### config.mk
export PLATFORM = sky130hd
export DESIGN_NAME = line_scan_trigger_sequencer
export DESIGN_NICKNAME = d
export VERILOG_FILES = /design/src/hw/seq_pkg.sv /design/src/hw/line_scan_trigger_sequencer.sv
export VERILOG_INCLUDE_DIRS = /design/src /design/src/hw
export SDC_FILE = /design/constraint.sdc
export NUM_CORES = 1
export LEC_CHECK = 0
export BUFFER_PORTS_ARGS = -buffer_cell sky130_fd_sc_hd__buf_2
export CAP_MARGIN = 20
export CELL_PAD_IN_SITES_DETAIL_PLACEMENT = 1
export CELL_PAD_IN_SITES_GLOBAL_PLACEMENT = 1
export CORE_MARGIN = 3
export CORE_UTILIZATION = 40
export DETAILED_ROUTE_END_ITERATION = 12
export PLACE_DENSITY_LB_ADDON = 0.15
export SLEW_MARGIN = 20
export SYNTH_ARGS = -nofsm -noshare
export SYNTH_HDL_FRONTEND = slang
export SYNTH_SLANG_ARGS = --single-unit
### constraint.sdc
create_clock -name clk -period 3.95 [get_ports clk]
set_clock_uncertainty 0.05 [all_clocks]
set_input_delay 0.79 -clock clk [delete_from_list [all_inputs] [get_ports clk]]
set_output_delay 0.79 -clock clk [all_outputs]
set_load 0.02 [all_outputs]
### src/hw/seq_regs.svh
// Register offsets, field positions, reset values and timing counts
// of the line scan trigger sequencer. Definitions only.
`ifndef SEQ_REGS_SVH
`define SEQ_REGS_SVH

// Byte offsets on the AXI4-Lite bus
`define A_CTRL    8'h00
`define A_CMD     8'h04
`define A_LINES   8'h08
`define A_PERIOD  8'h0c
`define A_STATUS  8'h10
`define A_LINECNT 8'h14

// Control field positions
`define C_CONT 0
`define C_FON  1
`define C_LON  2
`define C_FLVL 3
`define C_PART 4
`define C_RATE 5
`define C_FSRC 6
`define C_LSRC 8

// Command bits
`define K_START 0
`define K_STOP  1

// Reset values
`define CTRL_RST   10'h000
`define LINES_RST  16'h0003
`define PERIOD_RST 24'h000000

// Bus responses
`define RESP_OK  2'b00
`define RESP_ERR 2'b10

// Shortest line time, ns, and its cycle count at the 8 ns clock
`define CLK_NS       8
`define LINE_MIN_NS  512
`define LINE_MIN_CYC ((`LINE_MIN_NS + `CLK_NS - 1) / `CLK_NS)

`endif
### src/hw/seq_pkg.sv
// Types of the line scan trigger sequencer.
// Assumes seq_regs.svh for numeric constants.
package seq_pkg;

    typedef enum logic [4:0] {
        S_IDLE  = 5'b00001,
        S_WFRM  = 5'b00010,
        S_WLINE = 5'b00100,
        S_EXP   = 5'b01000,
        S_CLOSE = 5'b10000
    } seq_st_t;

    // Output word: [17] end of frame, [16] partial, [15:0] index/count
    typedef logic [17:0] seq_word_t;

    typedef struct packed {
        seq_st_t st;
        logic busy;
        logic [9:0] ctrl;
        logic [15:0] lines;
        logic [23:0] period;
        logic awready;
        logic aw_ok;
        logic [7:0] awaddr;
        logic wready;
        logic w_ok;
        logic [31:0] wdata;
        logic [3:0] wstrb;
        logic bvalid;
        logic [1:0] bresp;
        logic arready;
        logic rvalid;
        logic [31:0] rdata;
        logic [1:0] rresp;
        logic [3:0] sync1;
        logic [3:0] sync2;
        logic [3:0] prev;
        logic stop_pend;
        logic fs_fell;
        logic part;
        logic [15:0] lcnt;
        logic [23:0] pcnt;
        logic [7:0] ecnt;
        logic [15:0] frames;
        logic line_pulse;
        seq_word_t q0;
        seq_word_t q1;
        logic v0;
        logic v1;
    } seq_state_t;

endpackage

### src/hw/line_scan_trigger_sequencer.sv
// Line scan acquisition sequencer with AXI4-Lite registers.
// Assumes trig_in pins are asynchronous and out_ready is on clk.
`timescale 1ns/10ps
`default_nettype none
`include "seq_regs.svh"

// Behaviour
// RULE1 - All triggers off: acquire lines continuously, no trigger needed.
// RULE2 - Acquisition start is always generated internally.
// RULE3 - Free-run lines are paced by the configured line period.
// RULE4 - Line period disabled: lines run back to back at maximum rate.
// RULE5 - Continuous mode keeps acquiring frames until a stop command.
// RULE6 - Stop during a frame closes it early as a partial frame.
// RULE7 - Frame trigger on: no lines until a frame trigger event occurred.
// RULE8 - Line trigger on: one line per accepted line trigger event.
// RULE9 - External line triggers must stay below maximum line rate.
// RULE10 - Line triggers are discarded while waiting for a frame trigger.
// RULE11 - Each external trigger takes a selectable input line.
// RULE12 - Rising edge activation: each rising transition is one event.
// RULE13 - Level high frame activation: frames follow back to back while high.
// RULE14 - A frame holds lines-per-frame lines, then is closed and sent.
// RULE15 - Partial closing off: falling level still completes the frame.
// RULE16 - Partial closing on: falling level ends the frame at once.
// RULE17 - Single frame mode needs a start command per frame.
// RULE18 - Idle after reset until a start command arrives.
// RULE19 - After stop, return idle and ignore triggers until next start.
module line_scan_trigger_sequencer
    import seq_pkg::*;
(
    input wire logic clk,
    input wire logic srst,
    input wire logic ce,
    input wire logic [3:0] trig_in,
    input wire logic [7:0] s_axi_awaddr,
    input wire logic [2:0] s_axi_awprot,
    input wire logic s_axi_awvalid,
    output logic s_axi_awready,
    input wire logic [31:0] s_axi_wdata,
    input wire logic [3:0] s_axi_wstrb,
    input wire logic s_axi_wvalid,
    output logic s_axi_wready,
    output logic [1:0] s_axi_bresp,
    output logic s_axi_bvalid,
    input wire logic s_axi_bready,
    input wire logic [7:0] s_axi_araddr,
    input wire logic [2:0] s_axi_arprot,
    input wire logic s_axi_arvalid,
    output logic s_axi_arready,
    output logic [31:0] s_axi_rdata,
    output logic [1:0] s_axi_rresp,
    output logic s_axi_rvalid,
    input wire logic s_axi_rready,
    output logic [17:0] out_data,
    output logic out_valid,
    input wire logic out_ready,
    output logic line_expose,
    output logic acq_busy
);

    // ----------------------------------------------------------------
    // Constants and helpers
    // ----------------------------------------------------------------
    localparam logic [23:0] MIN_CYC = 24'(`LINE_MIN_CYC);
    // Exposure plus the one wait-line cycle make the shortest line time
    localparam logic [7:0] EXP_LAST = 8'(`LINE_MIN_CYC - 2);

    // Selects one of the four input lines
    function automatic logic pick(input logic [3:0] v,
                                  input logic [1:0] s);
        pick = v[s];
    endfunction

    // Register hit test
    function automatic logic hit(input logic [7:0] a);
        hit = (a == `A_CTRL) || (a == `A_CMD) || (a == `A_LINES) ||
              (a == `A_PERIOD) || (a == `A_STATUS) ||
              (a == `A_LINECNT);
    endfunction

    // Read value of a register
    function automatic logic [31:0] regval(input seq_state_t s,
                                           input logic [7:0] a);
        regval = 32'h0;
        case (a)
            `A_CTRL: regval = {22'h0, s.ctrl};
            `A_LINES: regval = {16'h0, s.lines};
            `A_PERIOD: regval = {8'h0, s.period};
            `A_STATUS: regval = {s.frames, 9'h0, s.v1, s.stop_pend, s.st};
            `A_LINECNT: regval = {16'h0, s.lcnt};
            default: regval = 32'h0;
        endcase
    endfunction

    // Byte-lane merge of a write
    function automatic logic [31:0] merge(input logic [31:0] o,
                                          input logic [31:0] d,
                                          input logic [3:0] b);
        logic [31:0] m;
        m = {{8{b[3]}}, {8{b[2]}}, {8{b[1]}}, {8{b[0]}}};
        merge = (o & ~m) | (d & m);
    endfunction

    function automatic seq_state_t rst_val();
        seq_state_t s;
        s = '0;
        s.st = S_IDLE;
        s.ctrl = `CTRL_RST;
        s.lines = `LINES_RST;
        s.period = `PERIOD_RST;
        s.awready = 1'b1;
        s.wready = 1'b1;
        s.arready = 1'b1;
        return s;
    endfunction

    seq_state_t r;
    seq_state_t n;
    logic [3:0] rise;
    logic fs_lvl, fs_rise, ls_rise, line_trig, room, pop, push;
    logic wr_go, start, stop, f_on, l_on, lvl, part_en, endnow;
    logic [23:0] per;
    logic [31:0] m;
    seq_word_t w;

    // ----------------------------------------------------------------
    // Next-state logic
    // ----------------------------------------------------------------
    always_comb begin
        n = r;
        n.line_pulse = 1'b0;
        // Two-stage synchronisers, edge detect reads stage two only
        n.sync1 = trig_in;
        n.sync2 = r.sync1;
        n.prev = r.sync2;
        rise = r.sync2 & ~r.prev; // see RULE12
        f_on = r.ctrl[`C_FON];
        l_on = r.ctrl[`C_LON];
        lvl = r.ctrl[`C_FLVL];
        part_en = r.ctrl[`C_PART];
        fs_lvl = pick(r.sync2, r.ctrl[`C_FSRC +: 2]); // see RULE11
        fs_rise = pick(rise, r.ctrl[`C_FSRC +: 2]);
        ls_rise = pick(rise, r.ctrl[`C_LSRC +: 2]);
        // Period floor keeps the line rate legal
        per = (r.ctrl[`C_RATE] && r.period > MIN_CYC) ?
              r.period : MIN_CYC; // see RULE3, see RULE4
        line_trig = l_on ? ls_rise : (r.pcnt >= per); // see RULE8
        room = !r.v1;
        pop = r.v0 && out_ready;
        push = 1'b0;
        w = '0;

        // AXI write channels, taken in either order
        if (s_axi_awvalid && r.awready) begin
            n.aw_ok = 1'b1;
            n.awaddr = s_axi_awaddr;
        end
        if (s_axi_wvalid && r.wready) begin
            n.w_ok = 1'b1;
            n.wdata = s_axi_wdata;
            n.wstrb = s_axi_wstrb;
        end
        n.bvalid = r.bvalid && !s_axi_bready;
        wr_go = r.aw_ok && r.w_ok && !r.bvalid;
        m = merge(regval(r, r.awaddr), r.wdata, r.wstrb);
        start = 1'b0;
        stop = 1'b0;
        if (wr_go) begin
            n.aw_ok = 1'b0;
            n.w_ok = 1'b0;
            n.bvalid = 1'b1;
            n.bresp = hit(r.awaddr) ? `RESP_OK : `RESP_ERR;
            case (r.awaddr)
                `A_CTRL: n.ctrl = m[9:0];
                `A_LINES: n.lines = m[15:0];
                `A_PERIOD: n.period = m[23:0];
                `A_CMD: begin
                    start = m[`K_START];
                    stop = m[`K_STOP];
                end
                default: ;
            endcase
        end
        n.awready = !n.aw_ok && !n.bvalid;
        n.wready = !n.w_ok && !n.bvalid;

        // AXI read channel
        if (s_axi_arvalid && r.arready) begin
            n.arready = 1'b0;
            n.rvalid = 1'b1;
            n.rdata = regval(r, s_axi_araddr);
            n.rresp = hit(s_axi_araddr) ? `RESP_OK : `RESP_ERR;
        end else if (r.rvalid && s_axi_rready) begin
            n.rvalid = 1'b0;
            n.arready = 1'b1;
        end

        // Stop is remembered until the next start command clears it
        n.stop_pend = r.stop_pend || (stop && r.st != S_IDLE);
        // Level frame input dropping inside a frame
        if (f_on && lvl && !fs_lvl &&
            (r.st == S_WLINE || r.st == S_EXP)) begin
            n.fs_fell = 1'b1;
        end
        n.pcnt = r.pcnt + {23'h0, r.pcnt != 24'hffffff};
        endnow = r.stop_pend || (r.fs_fell && part_en);

        // Sequencer
        unique case (r.st)
            S_IDLE: begin
                if (start) begin // see RULE18
                    n.st = f_on ? S_WFRM : S_WLINE; // see RULE2
                    n.lcnt = 16'h0;
                    n.stop_pend = 1'b0;
                    n.fs_fell = 1'b0;
                end
            end
            S_WFRM: begin
                // Line triggers are not looked at here, see RULE10
                if (r.stop_pend) begin
                    n.st = S_IDLE; // see RULE19
                end else if (lvl ? fs_lvl : fs_rise) begin
                    n.st = S_WLINE; // see RULE7, see RULE13
                    n.lcnt = 16'h0;
                    n.fs_fell = 1'b0;
                end
            end
            S_WLINE: begin
                if (endnow) begin
                    n.part = 1'b1;
                    // Cut frame with lines is sent, see RULE6, see RULE16
                    n.st = (r.lcnt != 16'h0) ? S_CLOSE :
                           (r.stop_pend ? S_IDLE : S_WFRM);
                end else if (line_trig && room) begin
                    n.st = S_EXP; // see RULE1, see RULE8
                    n.ecnt = 8'h0;
                    n.pcnt = 24'h1; // Start cycle counts toward the period
                    n.line_pulse = 1'b1;
                end
            end
            S_EXP: begin
                if (r.ecnt != EXP_LAST) begin
                    n.ecnt = r.ecnt + 8'h1;
                end else if (room) begin
                    push = 1'b1;
                    w = {2'b00, r.lcnt};
                    n.lcnt = r.lcnt + 16'h1;
                    n.part = (r.lcnt + 16'h1) < r.lines;
                    // Falling level without partial closing completes
                    n.st = (!n.part || endnow) ? S_CLOSE :
                           S_WLINE; // see RULE14, see RULE15
                end
            end
            S_CLOSE: begin
                if (room) begin
                    push = 1'b1;
                    w = {1'b1, r.part, r.lcnt};
                    n.frames = r.frames + 16'h1;
                    n.lcnt = 16'h0;
                    n.fs_fell = 1'b0;
                    n.st = (r.stop_pend || !r.ctrl[`C_CONT]) ? S_IDLE :
                           (f_on ? S_WFRM : S_WLINE); // see RULE5, see RULE19
                end
            end
        endcase

        // Two-entry output buffer
        case ({push, pop})
            2'b10: begin
                if (!r.v0) begin
                    n.q0 = w;
                    n.v0 = 1'b1;
                end else begin
                    n.q1 = w;
                    n.v1 = 1'b1;
                end
            end
            2'b01: begin
                n.q0 = r.q1;
                n.v0 = r.v1;
                n.v1 = 1'b0;
            end
            2'b11: begin
                n.q0 = r.v1 ? r.q1 : w;
                n.q1 = w;
            end
            default: ;
        endcase
        n.busy = (n.st != S_IDLE);
    end

    // ----------------------------------------------------------------
    // State register
    // ----------------------------------------------------------------
    always_ff @(posedge clk) begin
        if (srst) begin
            r <= rst_val();
        end else if (ce) begin
            r <= n;
        end
    end

    // Outputs straight from the state register
    assign s_axi_awready = r.awready;
    assign s_axi_wready = r.wready;
    assign s_axi_bvalid = r.bvalid;
    assign s_axi_bresp = r.bresp;
    assign s_axi_arready = r.arready;
    assign s_axi_rvalid = r.rvalid;
    assign s_axi_rdata = r.rdata;
    assign s_axi_rresp = r.rresp;
    assign out_data = r.q0;
    assign out_valid = r.v0;
    assign line_expose = r.line_pulse;
    assign acq_busy = r.busy;
endmodule
`default_nettype wire

Word-level counts from Yosys, hierarchy flattened. Cells that the tools add are included.

Register bits: 261. Input port bits: 71.

Add/subtract/negate cells: 4. Magnitude comparators: 5. Equal/unequal tests: 34. Multiplexer cells: 76. Bitwise operators: 7. Reductions and logical operators: 66.

Operators with widths (number): $pmux 32 s5 (1); $pmux 24 s5 (1); $mux 18 (5); $mux 16 (5); $pmux 18 s2 (2); $mux 32 (2); $pmux 16 s4 (1); $pmux 18 s3 (1); $mux 5 (10); $and 24x24->24 (2); $mux 24 (2); $mux 37 (1); $mux 17 (2); $add 16x1->16 const B (2); $eq 8x4->1 const B (4); $eq 8x5->1 const B (4); $pmux 5 s5 (1); $add 24x1->24 (1); $ge 24x24->1 (1); $gt 24x7->1 const B (1); $ne 24x24->1 const B (1); $not 24->24 (1); $or 24x24->24 (1); $mux 1 (23); other kinds (39) (117).

Logic depth before layout (Yosys ltp). Gate-level depths: netlist of run 1.

Depth in word-level cells: 10. Mapped depth: 17. Gate-level depth less buffers: 14.

Worst setup path before layout of run 1. No wires, ideal clock.

Path kind: register to register. Start point: register r[205] (netlist name). End point: register r[76] (netlist name). Setup time: 0.117 ns. Arrival: 3.204 ns. Required time: 3.783 ns. Path slack: 0.579 ns. Stages on the path, launching flop included: 17. Path buffers: 4. Period minus slack after synthesis: 3.371 ns. Cells stage by stage: dfxtp_1 or4_1 o31ai_1 a21boi_0 clkbuf_1 and2_1 ha_1 nor2b_1 o21ai_0 a41oi_1 o211ai_1 and3_1 clkbuf_1 a21o_1 buf_2 buf_2 nor2_1.

Longest elaborated chain between the ends: 9.

RTL lines: from (decl) (line line_scan_trigger_sequencer.sv:116) `seq_state_t r;`; from (signal assigned) (line line_scan_trigger_sequencer.sv:296) `r <= rst_val();`; from (signal assigned) (line line_scan_trigger_sequencer.sv:298) `r <= n;`; $gt 24x7->1 (line line_scan_trigger_sequencer.sv:144) `` per = (r.ctrl[`C_RATE] && r.period > MIN_CYC) ? ``; $logic_and 1x1->1 (line line_scan_trigger_sequencer.sv:144); $mux 24 (*) (line line_scan_trigger_sequencer.sv:144); $ge 24x24->1 (*) (line line_scan_trigger_sequencer.sv:146) `line_trig = l_on ? ls_rise : (r.pcnt >= per);`; $mux 1 (*) (line line_scan_trigger_sequencer.sv:146); $logic_and 1x1->1 (*) (line line_scan_trigger_sequencer.sv:233) `end else if (line_trig && room) begin`; $mux 32 (*) (line line_scan_trigger_sequencer.sv:233); $mux 32 (*) (line line_scan_trigger_sequencer.sv:228) `if (endnow) begin`; $mux 24 (*) (line line_scan_trigger_sequencer.sv:208) `unique case (r.st)`.

Every way passes the cells marked *; elsewhere a longest branch is shown, timed or not. The select of a mux whose other input is x is not followed. A chain may end at the register's enable or synchronous reset.

Final worst setup path of run 1.
Start point: register r[221] (netlist name). End point: register r[82] (netlist name).

The elaborated chain is that of the path after synthesis.

==> flow_metrics.env, run 1 <==
export IMPL_synth_area_per_cell_um2=7.87
export IMPL_yosys_area_top_type_share_pct=38.2
export IMPL_die_area_mm2=0.0349
export IMPL_pwr_share_seq_pct=46.4
export IMPL_ys_flop_type="dfxtp_1"
export IMPL_synth_edf_count=0
export IMPL_netSwitchingFraction_pct=25.0
export IMPL_synthArstFlopShare_pct=0
export IMPL_p_switching_mw=1.41
export IMPL_drtPass1Iterations=6
export IMPL_grt_max_degree=117
export IMPL_synth_distinct_cells=74
export IMPL_cts_path_max_buffers=3
export IMPL_p_clk_share_pct=47.5
export IMPL_finalSetupViolations=0
export IMPL_path_class="flop to flop"
export IMPL_path_clk_slew_ns=0.06
export IMPL_synth_seq_cells=250
export IMPL_start_kind="flop"
export IMPL_synth_top_area_cell="dfxtp_1"
export IMPL_drt_initial_drc_count=664
export IMPL_wl_mm=41.3
export IMPL_finalCriticalPeriod_ns=3.72
export IMPL_area_growth_pct=14.3
export IMPL_root_buffer="clkbuf_16"
export IMPL_fin_ws_ns=0.235
export IMPL_maxSlewViolCount=0
export IMPL_maxSlewHeadroom_pct=39.2
export IMPL_hpwl_mm=30.3
export IMPL_fin_util_pct=46.9
export IMPL_grt_first_pass_wirelength_mm=65.8
export IMPL_rows=65
export IMPL_final_cell_mix="nand2_1, dfxtp_1, a21oi_1, nor2_1, buf_2"
export IMPL_rsz0062_at_grt="no"
export IMPL_holdBufCountCts=0
export IMPL_layout_cells_most_common="nand2_1"
export IMPL_final_nets=1830
export IMPL_grt_overflow_total=0
export IMPL_worst_pin_slew_ns=0.912
export IMPL_antenna_found_initial=0
export IMPL_crit_required_ns=4.41
export IMPL_synthTopCellsByArea="dfxtp_1, nand2_1, a21oi_1, ha_1, nor2_1"
export IMPL_cts_buffers=30
export IMPL_finalCritPeriodShare_pct=94.1
export IMPL_instances_no_fill=2166
export IMPL_synth_seq_area_share_pct=38.2
export IMPL_critPathArrivalTime_ns=4.18
export IMPL_combPwrFrac_pct=6.1
export IMPL_synthCells=1663
export IMPL_place_ws_ns=-0.117
export IMPL_postRouteAntennaNets=0
export IMPL_fmax_mhz=269
export IMPL_portBuffers=115
export IMPL_place_congestion=0.857
export IMPL_maxCapViolCount=0
export IMPL_grt_total_usage_pct=22.9
export IMPL_ir_worst_vdd_v=0.000406
export IMPL_drc=0
export IMPL_vias=11900
export IMPL_die_h_um=187
export IMPL_syn_area_mm2=0.0131
export IMPL_hold_violations=0
export IMPL_clkLatencyLatePin_ns=0.58
export IMPL_grt_pass1_vias=12200
export IMPL_n_fill_cell=3954
export IMPL_htree_levels=1
export IMPL_ios=133
export IMPL_finalSetupTns_ns=0
export IMPL_via_per_inst=5.50
export IMPL_p_per_area_mw_per_mm2=375
export IMPL_cts_tree="done"
export IMPL_placeableCoreArea_mm2=0.0319
export IMPL_initial_core_util_pct=41.1
export IMPL_yosysWarnings=0
export IMPL_dp_cells=2111
export IMPL_crit_fanout=29
export IMPL_clock_sinks=250
export IMPL_status="finished, final reports clean"
export IMPL_intPower_mw=4.21
export IMPL_wl_per_cell_um=19.0
export IMPL_leakagePower_nw=5.64
export IMPL_die_width_um=187
export IMPL_multi_input_area_mm2=0.00717
export IMPL_antennaDiodeCount=0
export IMPL_drive_above_1_share_pct=15.9
export IMPL_endpoint_kind="flop"
export IMPL_regArea_mm2=0.00500
export IMPL_holdCritPathClass="primary input to flop"
path summary, 6_finish.rpt:
check	from	to	slack (ns)	cells past startpoint
min	s_axi_wdata[4]	r[165]$_SDFFE_PP0P_	0.40	3
min reg2reg	s_axi_rdata[29]$_SDFFE_PP0P_	s_axi_rdata[29]$_SDFFE_PP0P_	0.40	2
max	r[221]$_SDFFE_PP0P_	r[82]$_SDFFE_PP0P_	0.23	17
max reg2reg	r[221]$_SDFFE_PP0P_	r[82]$_SDFFE_PP0P_	0.23	17
cells in the mapped netlist (22+ instances only):
| cell type | instances |
|---|---|
| mux2i_1 | 34 |
| a22oi_1 | 34 |
| a211oi_1 | 30 |
| nor2_1 | 150 |
| nand2_1 | 311 |
| ha_1 | 49 |
| nand3_1 | 63 |
| dfxtp_1 | 250 |
| clkbuf_1 | 94 |
| o21ai_0 | 49 |
| xor2_1 | 38 |
| nand4_1 | 22 |
| inv_1 | 39 |
| buf_4 | 54 |
| nor3_1 | 32 |
| a21oi_1 | 169 |
sequential cells by signal, summed over array words and instances (netlist names), 8 cells and up:
name and count:
r 178, out_data 18, s_axi_rdata 32, n 8
per-stage QoR:
stage          total power [mW]  hold slack (ns)  instance area [um2]
3_3_place_gp               3.00            0.388                13900
4_1_cts                    5.69            0.376                14900
2_1_floorplan              2.89            0.382                13100
6_report                   5.62            0.399                15000
5_1_grt                    5.83            0.384                15000
3_5_place_dp               3.00            0.397                13900
layer usage:
layer  track usage [%]  part of all wire (%)  up-vias
met5                 0                     0        -
met4              6.57                   2.8        0
met3              2.36                   3.4       62
met2              40.3                    48      219
met1              29.7                    45     5788
li1                  -                     -     5852
power groups by stage:
stage / clock [mW] / sequential (mW) / combinational (mW)
floorplan: 0 / 2.64 / 0.245
global placement: 0 / 2.66 / 0.339
detailed placement: 0 / 2.66 / 0.344
CTS: 2.74 / 2.60 / 0.345
global route: 2.84 / 2.61 / 0.379
finish: 2.67 / 2.60 / 0.344
cell families after synthesis:
| kind of cell | synth area share [%] |
|---|---|
| adder cells (fa/ha/maj) | 4.68 |
| XOR/XNOR | 3.41 |
| other | 0.0286 |
| flip-flops | 38.2 |
| multiplexers | 3.46 |
| AND/OR/NAND/NOR | 23.9 |
| buffers and inverters | 7.80 |
| AO/OA/AOI/OAI | 18.5 |
cell type report:
| type | count | area share (%) |
|---|---|---|
| sequential | 250 | 33.4 |
| clock inverter | 16 | 0.961 |
| timing repair buffer | 185 | 7.59 |
| tap | 435 | 3.64 |
| multi-input combinational | 1203 | 47.9 |
| inverter | 40 | 1.00 |
| clock buffer | 37 | 5.46 |
critical path, stage by stage (launching register included):
cell and delay [ns]:
dfxtp_1 0.32, nor4_2 0.26, buf_4 0.16, nand4_1 0.20
nor4_4 0.36, a21boi_4 0.15, nand2_1 0.11, ha_1 0.24
a211oi_1 0.24, o21ai_0 0.17, a41oi_1 0.27, o211ai_1 0.12
buf_4 0.18, buf_4 0.15, and3_1 0.19, a21o_1 0.19
buf_12 0.16, nor2_2 0.12
repair_timing:
| item | CTS | global route |
|---|---|---|
| buffers inserted | 0 | 1 |
| pin swaps | 0 | 9 |
| gates cloned | 0 | 1 |
| endpoints found under the hold margin | 0 | 0 |
| resized for setup | 2 | 16 |
| setup endpoints to repair | 32 | 36 |
Power figures use the tool's default switching activity.
==> inputs of run 2 (changes only) <==
--- a/config.mk
+++ b/config.mk
@@ -10,6 +10,7 @@
 export CAP_MARGIN = 20
 export CELL_PAD_IN_SITES_DETAIL_PLACEMENT = 1
 export CELL_PAD_IN_SITES_GLOBAL_PLACEMENT = 1
+export CORE_ASPECT_RATIO = 0.9
 export CORE_MARGIN = 3
 export CORE_UTILIZATION = 40
 export DETAILED_ROUTE_END_ITERATION = 12
==> run 2 against run 1 <==
Net effect:
- highest routed layer unchanged
- worst hold slack gained 0.0017 ns
- combinational power down 1%
- die area about the same
- via count up 0.81%
- clock-buffer cell count up 5
- critical path depth is 1 lower
- largest cell class unchanged
- largest power group unchanged
==> flow_metrics.env, run 2 (synthesized netlist as in run 1, its figures left out) <==
export IMPL_critPathArrivalTime_ns=4.10
export IMPL_postRouteAntennaNets=0
export IMPL_grt_max_degree=138
export IMPL_largest_reg_flops=178
export IMPL_path_clk_slew_ns=0.06
export IMPL_rr_startpoint="r[205]$_SDFFE_PP0P_"
export IMPL_finalSetupTns_ns=0
export IMPL_cp_endpoint="r[62]$_SDFFE_PP0P_"
export IMPL_clock_sinks=250
export IMPL_grt_pass1_vias=11900
export IMPL_timing_rr_end="r[62]$_SDFFE_PP0P_"
export IMPL_finalCriticalPeriod_ns=3.68
export IMPL_maxCapViolCount=0
export IMPL_die_area_mm2=0.0349
export IMPL_drtPass1Iterations=5
export IMPL_maxSlewHeadroom_pct=34.0
export IMPL_clkLatencyLatePin_ns=0.56
export IMPL_wl_mm=42.5
export IMPL_critPathLaunch="r[205]$_SDFFE_PP0P_"
export IMPL_rows=62
export IMPL_drc=0
export IMPL_drt_initial_drc_count=846
export IMPL_cp_slowest_cell="or4_1"
export IMPL_finalSetupViolations=0
export IMPL_area_growth_pct=13.5
export IMPL_grt_first_pass_wirelength_mm=66.4
export IMPL_antennaDiodeCount=0
export IMPL_path_common_cell="buf_4"
export IMPL_finalCritPeriodShare_pct=93.2
export IMPL_initial_core_util_pct=40.8
export IMPL_r2r_cells=16
export IMPL_drive_above_1_share_pct=15.2
export IMPL_portBuffers=115
export IMPL_fmax_mhz=272
export IMPL_final_nets=1826
export IMPL_crit_required_ns=4.37
export IMPL_holdBufCountCts=0
export IMPL_cpPeakStageDelay_ns=0.51
export IMPL_endpoint_kind="flop"
export IMPL_final_cell_mix="nand2_1, dfxtp_1, a21oi_1, nor2_1, buf_2"
export IMPL_via_per_inst=5.61
export IMPL_cts_buffers=29
export IMPL_wl_per_cell_um=19.8
export IMPL_leakagePower_nw=5.61
export IMPL_crit_fanout=29
export IMPL_status="finished, final reports clean"
export IMPL_path_class="flop to flop"
export IMPL_hold_violations=0
export IMPL_rrSetupSlack_ns=0.27
export IMPL_rsz0062_at_grt="no"
export IMPL_start_kind="flop"
export IMPL_holdCritPathClass="flop to flop"
export IMPL_place_congestion=0.932
export IMPL_place_ws_ns=0.117
export IMPL_die_h_um=178
export IMPL_grt_overflow_total=0
export IMPL_p_per_area_mw_per_mm2=383
export IMPL_grt_total_usage_pct=23.6
export IMPL_fin_util_pct=46.3
export IMPL_layout_cells_most_common="nand2_1"
export IMPL_cts_tree="done"
export IMPL_vias=12000
export IMPL_root_buffer="clkbuf_16"
export IMPL_placeableCoreArea_mm2=0.0321
export IMPL_maxSlewViolCount=0
export IMPL_hpwl_mm=30.8
export IMPL_fin_ws_ns=0.269
export IMPL_worst_pin_slew_ns=0.982
export IMPL_ir_worst_vdd_v=0.000288
export IMPL_htree_levels=1
export IMPL_largest_register="r"
export IMPL_die_width_um=197
export IMPL_ios=133
export IMPL_antenna_found_initial=1
export IMPL_cts_path_max_buffers=3
export IMPL_worstPathCellList="or4_1, o31ai_1, a21boi_1, buf_4, nand2_1, ha_1, a211oi_1, o21ai_0, a21oi_1, o211ai_1, buf_4, buf_4, and3_1, a21o_1, buf_12, a21oi_1"
export IMPL_total_power_mw=5.70
==> run 2: power breakdown <==
group	leakage (nW)	switching [mW]	internal (mW)	total, mW
Clock	0.472	1.11	1.64	2.75
Sequential	2.02	0.0403	2.56	2.60
Combinational	3.12	0.226	0.114	0.340
==> run 2: worst min-delay path by stage <==
stage,slack (ns),cells past startpoint,start,end
4_1_cts,0.40,3,s_axi_wdata[17],r[178]$_SDFFE_PP0P_
6_report,0.40,2,s_axi_rdata[26]$_SDFFE_PP0P_,s_axi_rdata[26]$_SDFFE_PP0P_
3_5_place_dp,0.39,2,r[8]$_SDFFE_PP0P_,r[8]$_SDFFE_PP0P_
5_1_grt,0.40,3,s_axi_wdata[17],r[178]$_SDFFE_PP0P_
2_1_floorplan,0.38,2,s_axi_rdata[31]$_SDFFE_PP0P_,s_axi_rdata[31]$_SDFFE_PP0P_
3_3_place_gp,0.39,2,r[7]$_SDFFE_PP0P_,r[7]$_SDFFE_PP0P_
==> run 2: repair_timing <==
action | 4_1_cts | 5_1_grt
endpoints found under the setup margin | 0 | 33
resized for setup | 0 | 2
buffers inserted | 0 | 1
==> run 2: routing by layer <==
| metal | track usage [%] | vias up | wire, um | part of all wire [%] |
|---|---|---|---|---|
| met5 | 0 | - | 0 | 0 |
| met4 | 7.36 | 0 | 1310 | 3.1 |
| met3 | 3.97 | 69 | 2510 | 5.9 |
| met2 | 38.1 | 307 | 19100 | 45 |
| met1 | 32.3 | 5775 | 19600 | 46 |
| li1 | - | 5867 | - | - |
==> run 2: stage by stage <==
step           hold slack (ns)  cells  cell area (um2)
4_1_cts                  0.396   2143            14800
3_5_place_dp             0.394   2090            13900
6_report                 0.401   2144            14900
2_1_floorplan            0.382   1664            13100
5_1_grt                  0.405   2144            14900
3_3_place_gp             0.389   2090            13900
==> run 2: critical path, delay by kind of cell, from the launching register on <==
family / cells / cell delay [ns]
AO/OA/AOI/OAI: 8 / 1.53
buffers and inverters: 4 / 0.66
adder cells (fa/ha/maj): 1 / 0.25
flip-flops: 1 / 0.31
AND/OR/NAND/NOR: 3 / 0.78
==> run 2: final cells by class <==
class | count | area [um2]
Timing Repair Buffer | 182 | 1110
Clock buffer | 42 | 865
Clock inverter | 11 | 121
Multi-Input combinational cell | 1203 | 7100
Inverter | 40 | 150
Tap cell | 416 | 520
Fill cell | 3950 | 17200
Sequential cell | 250 | 5000
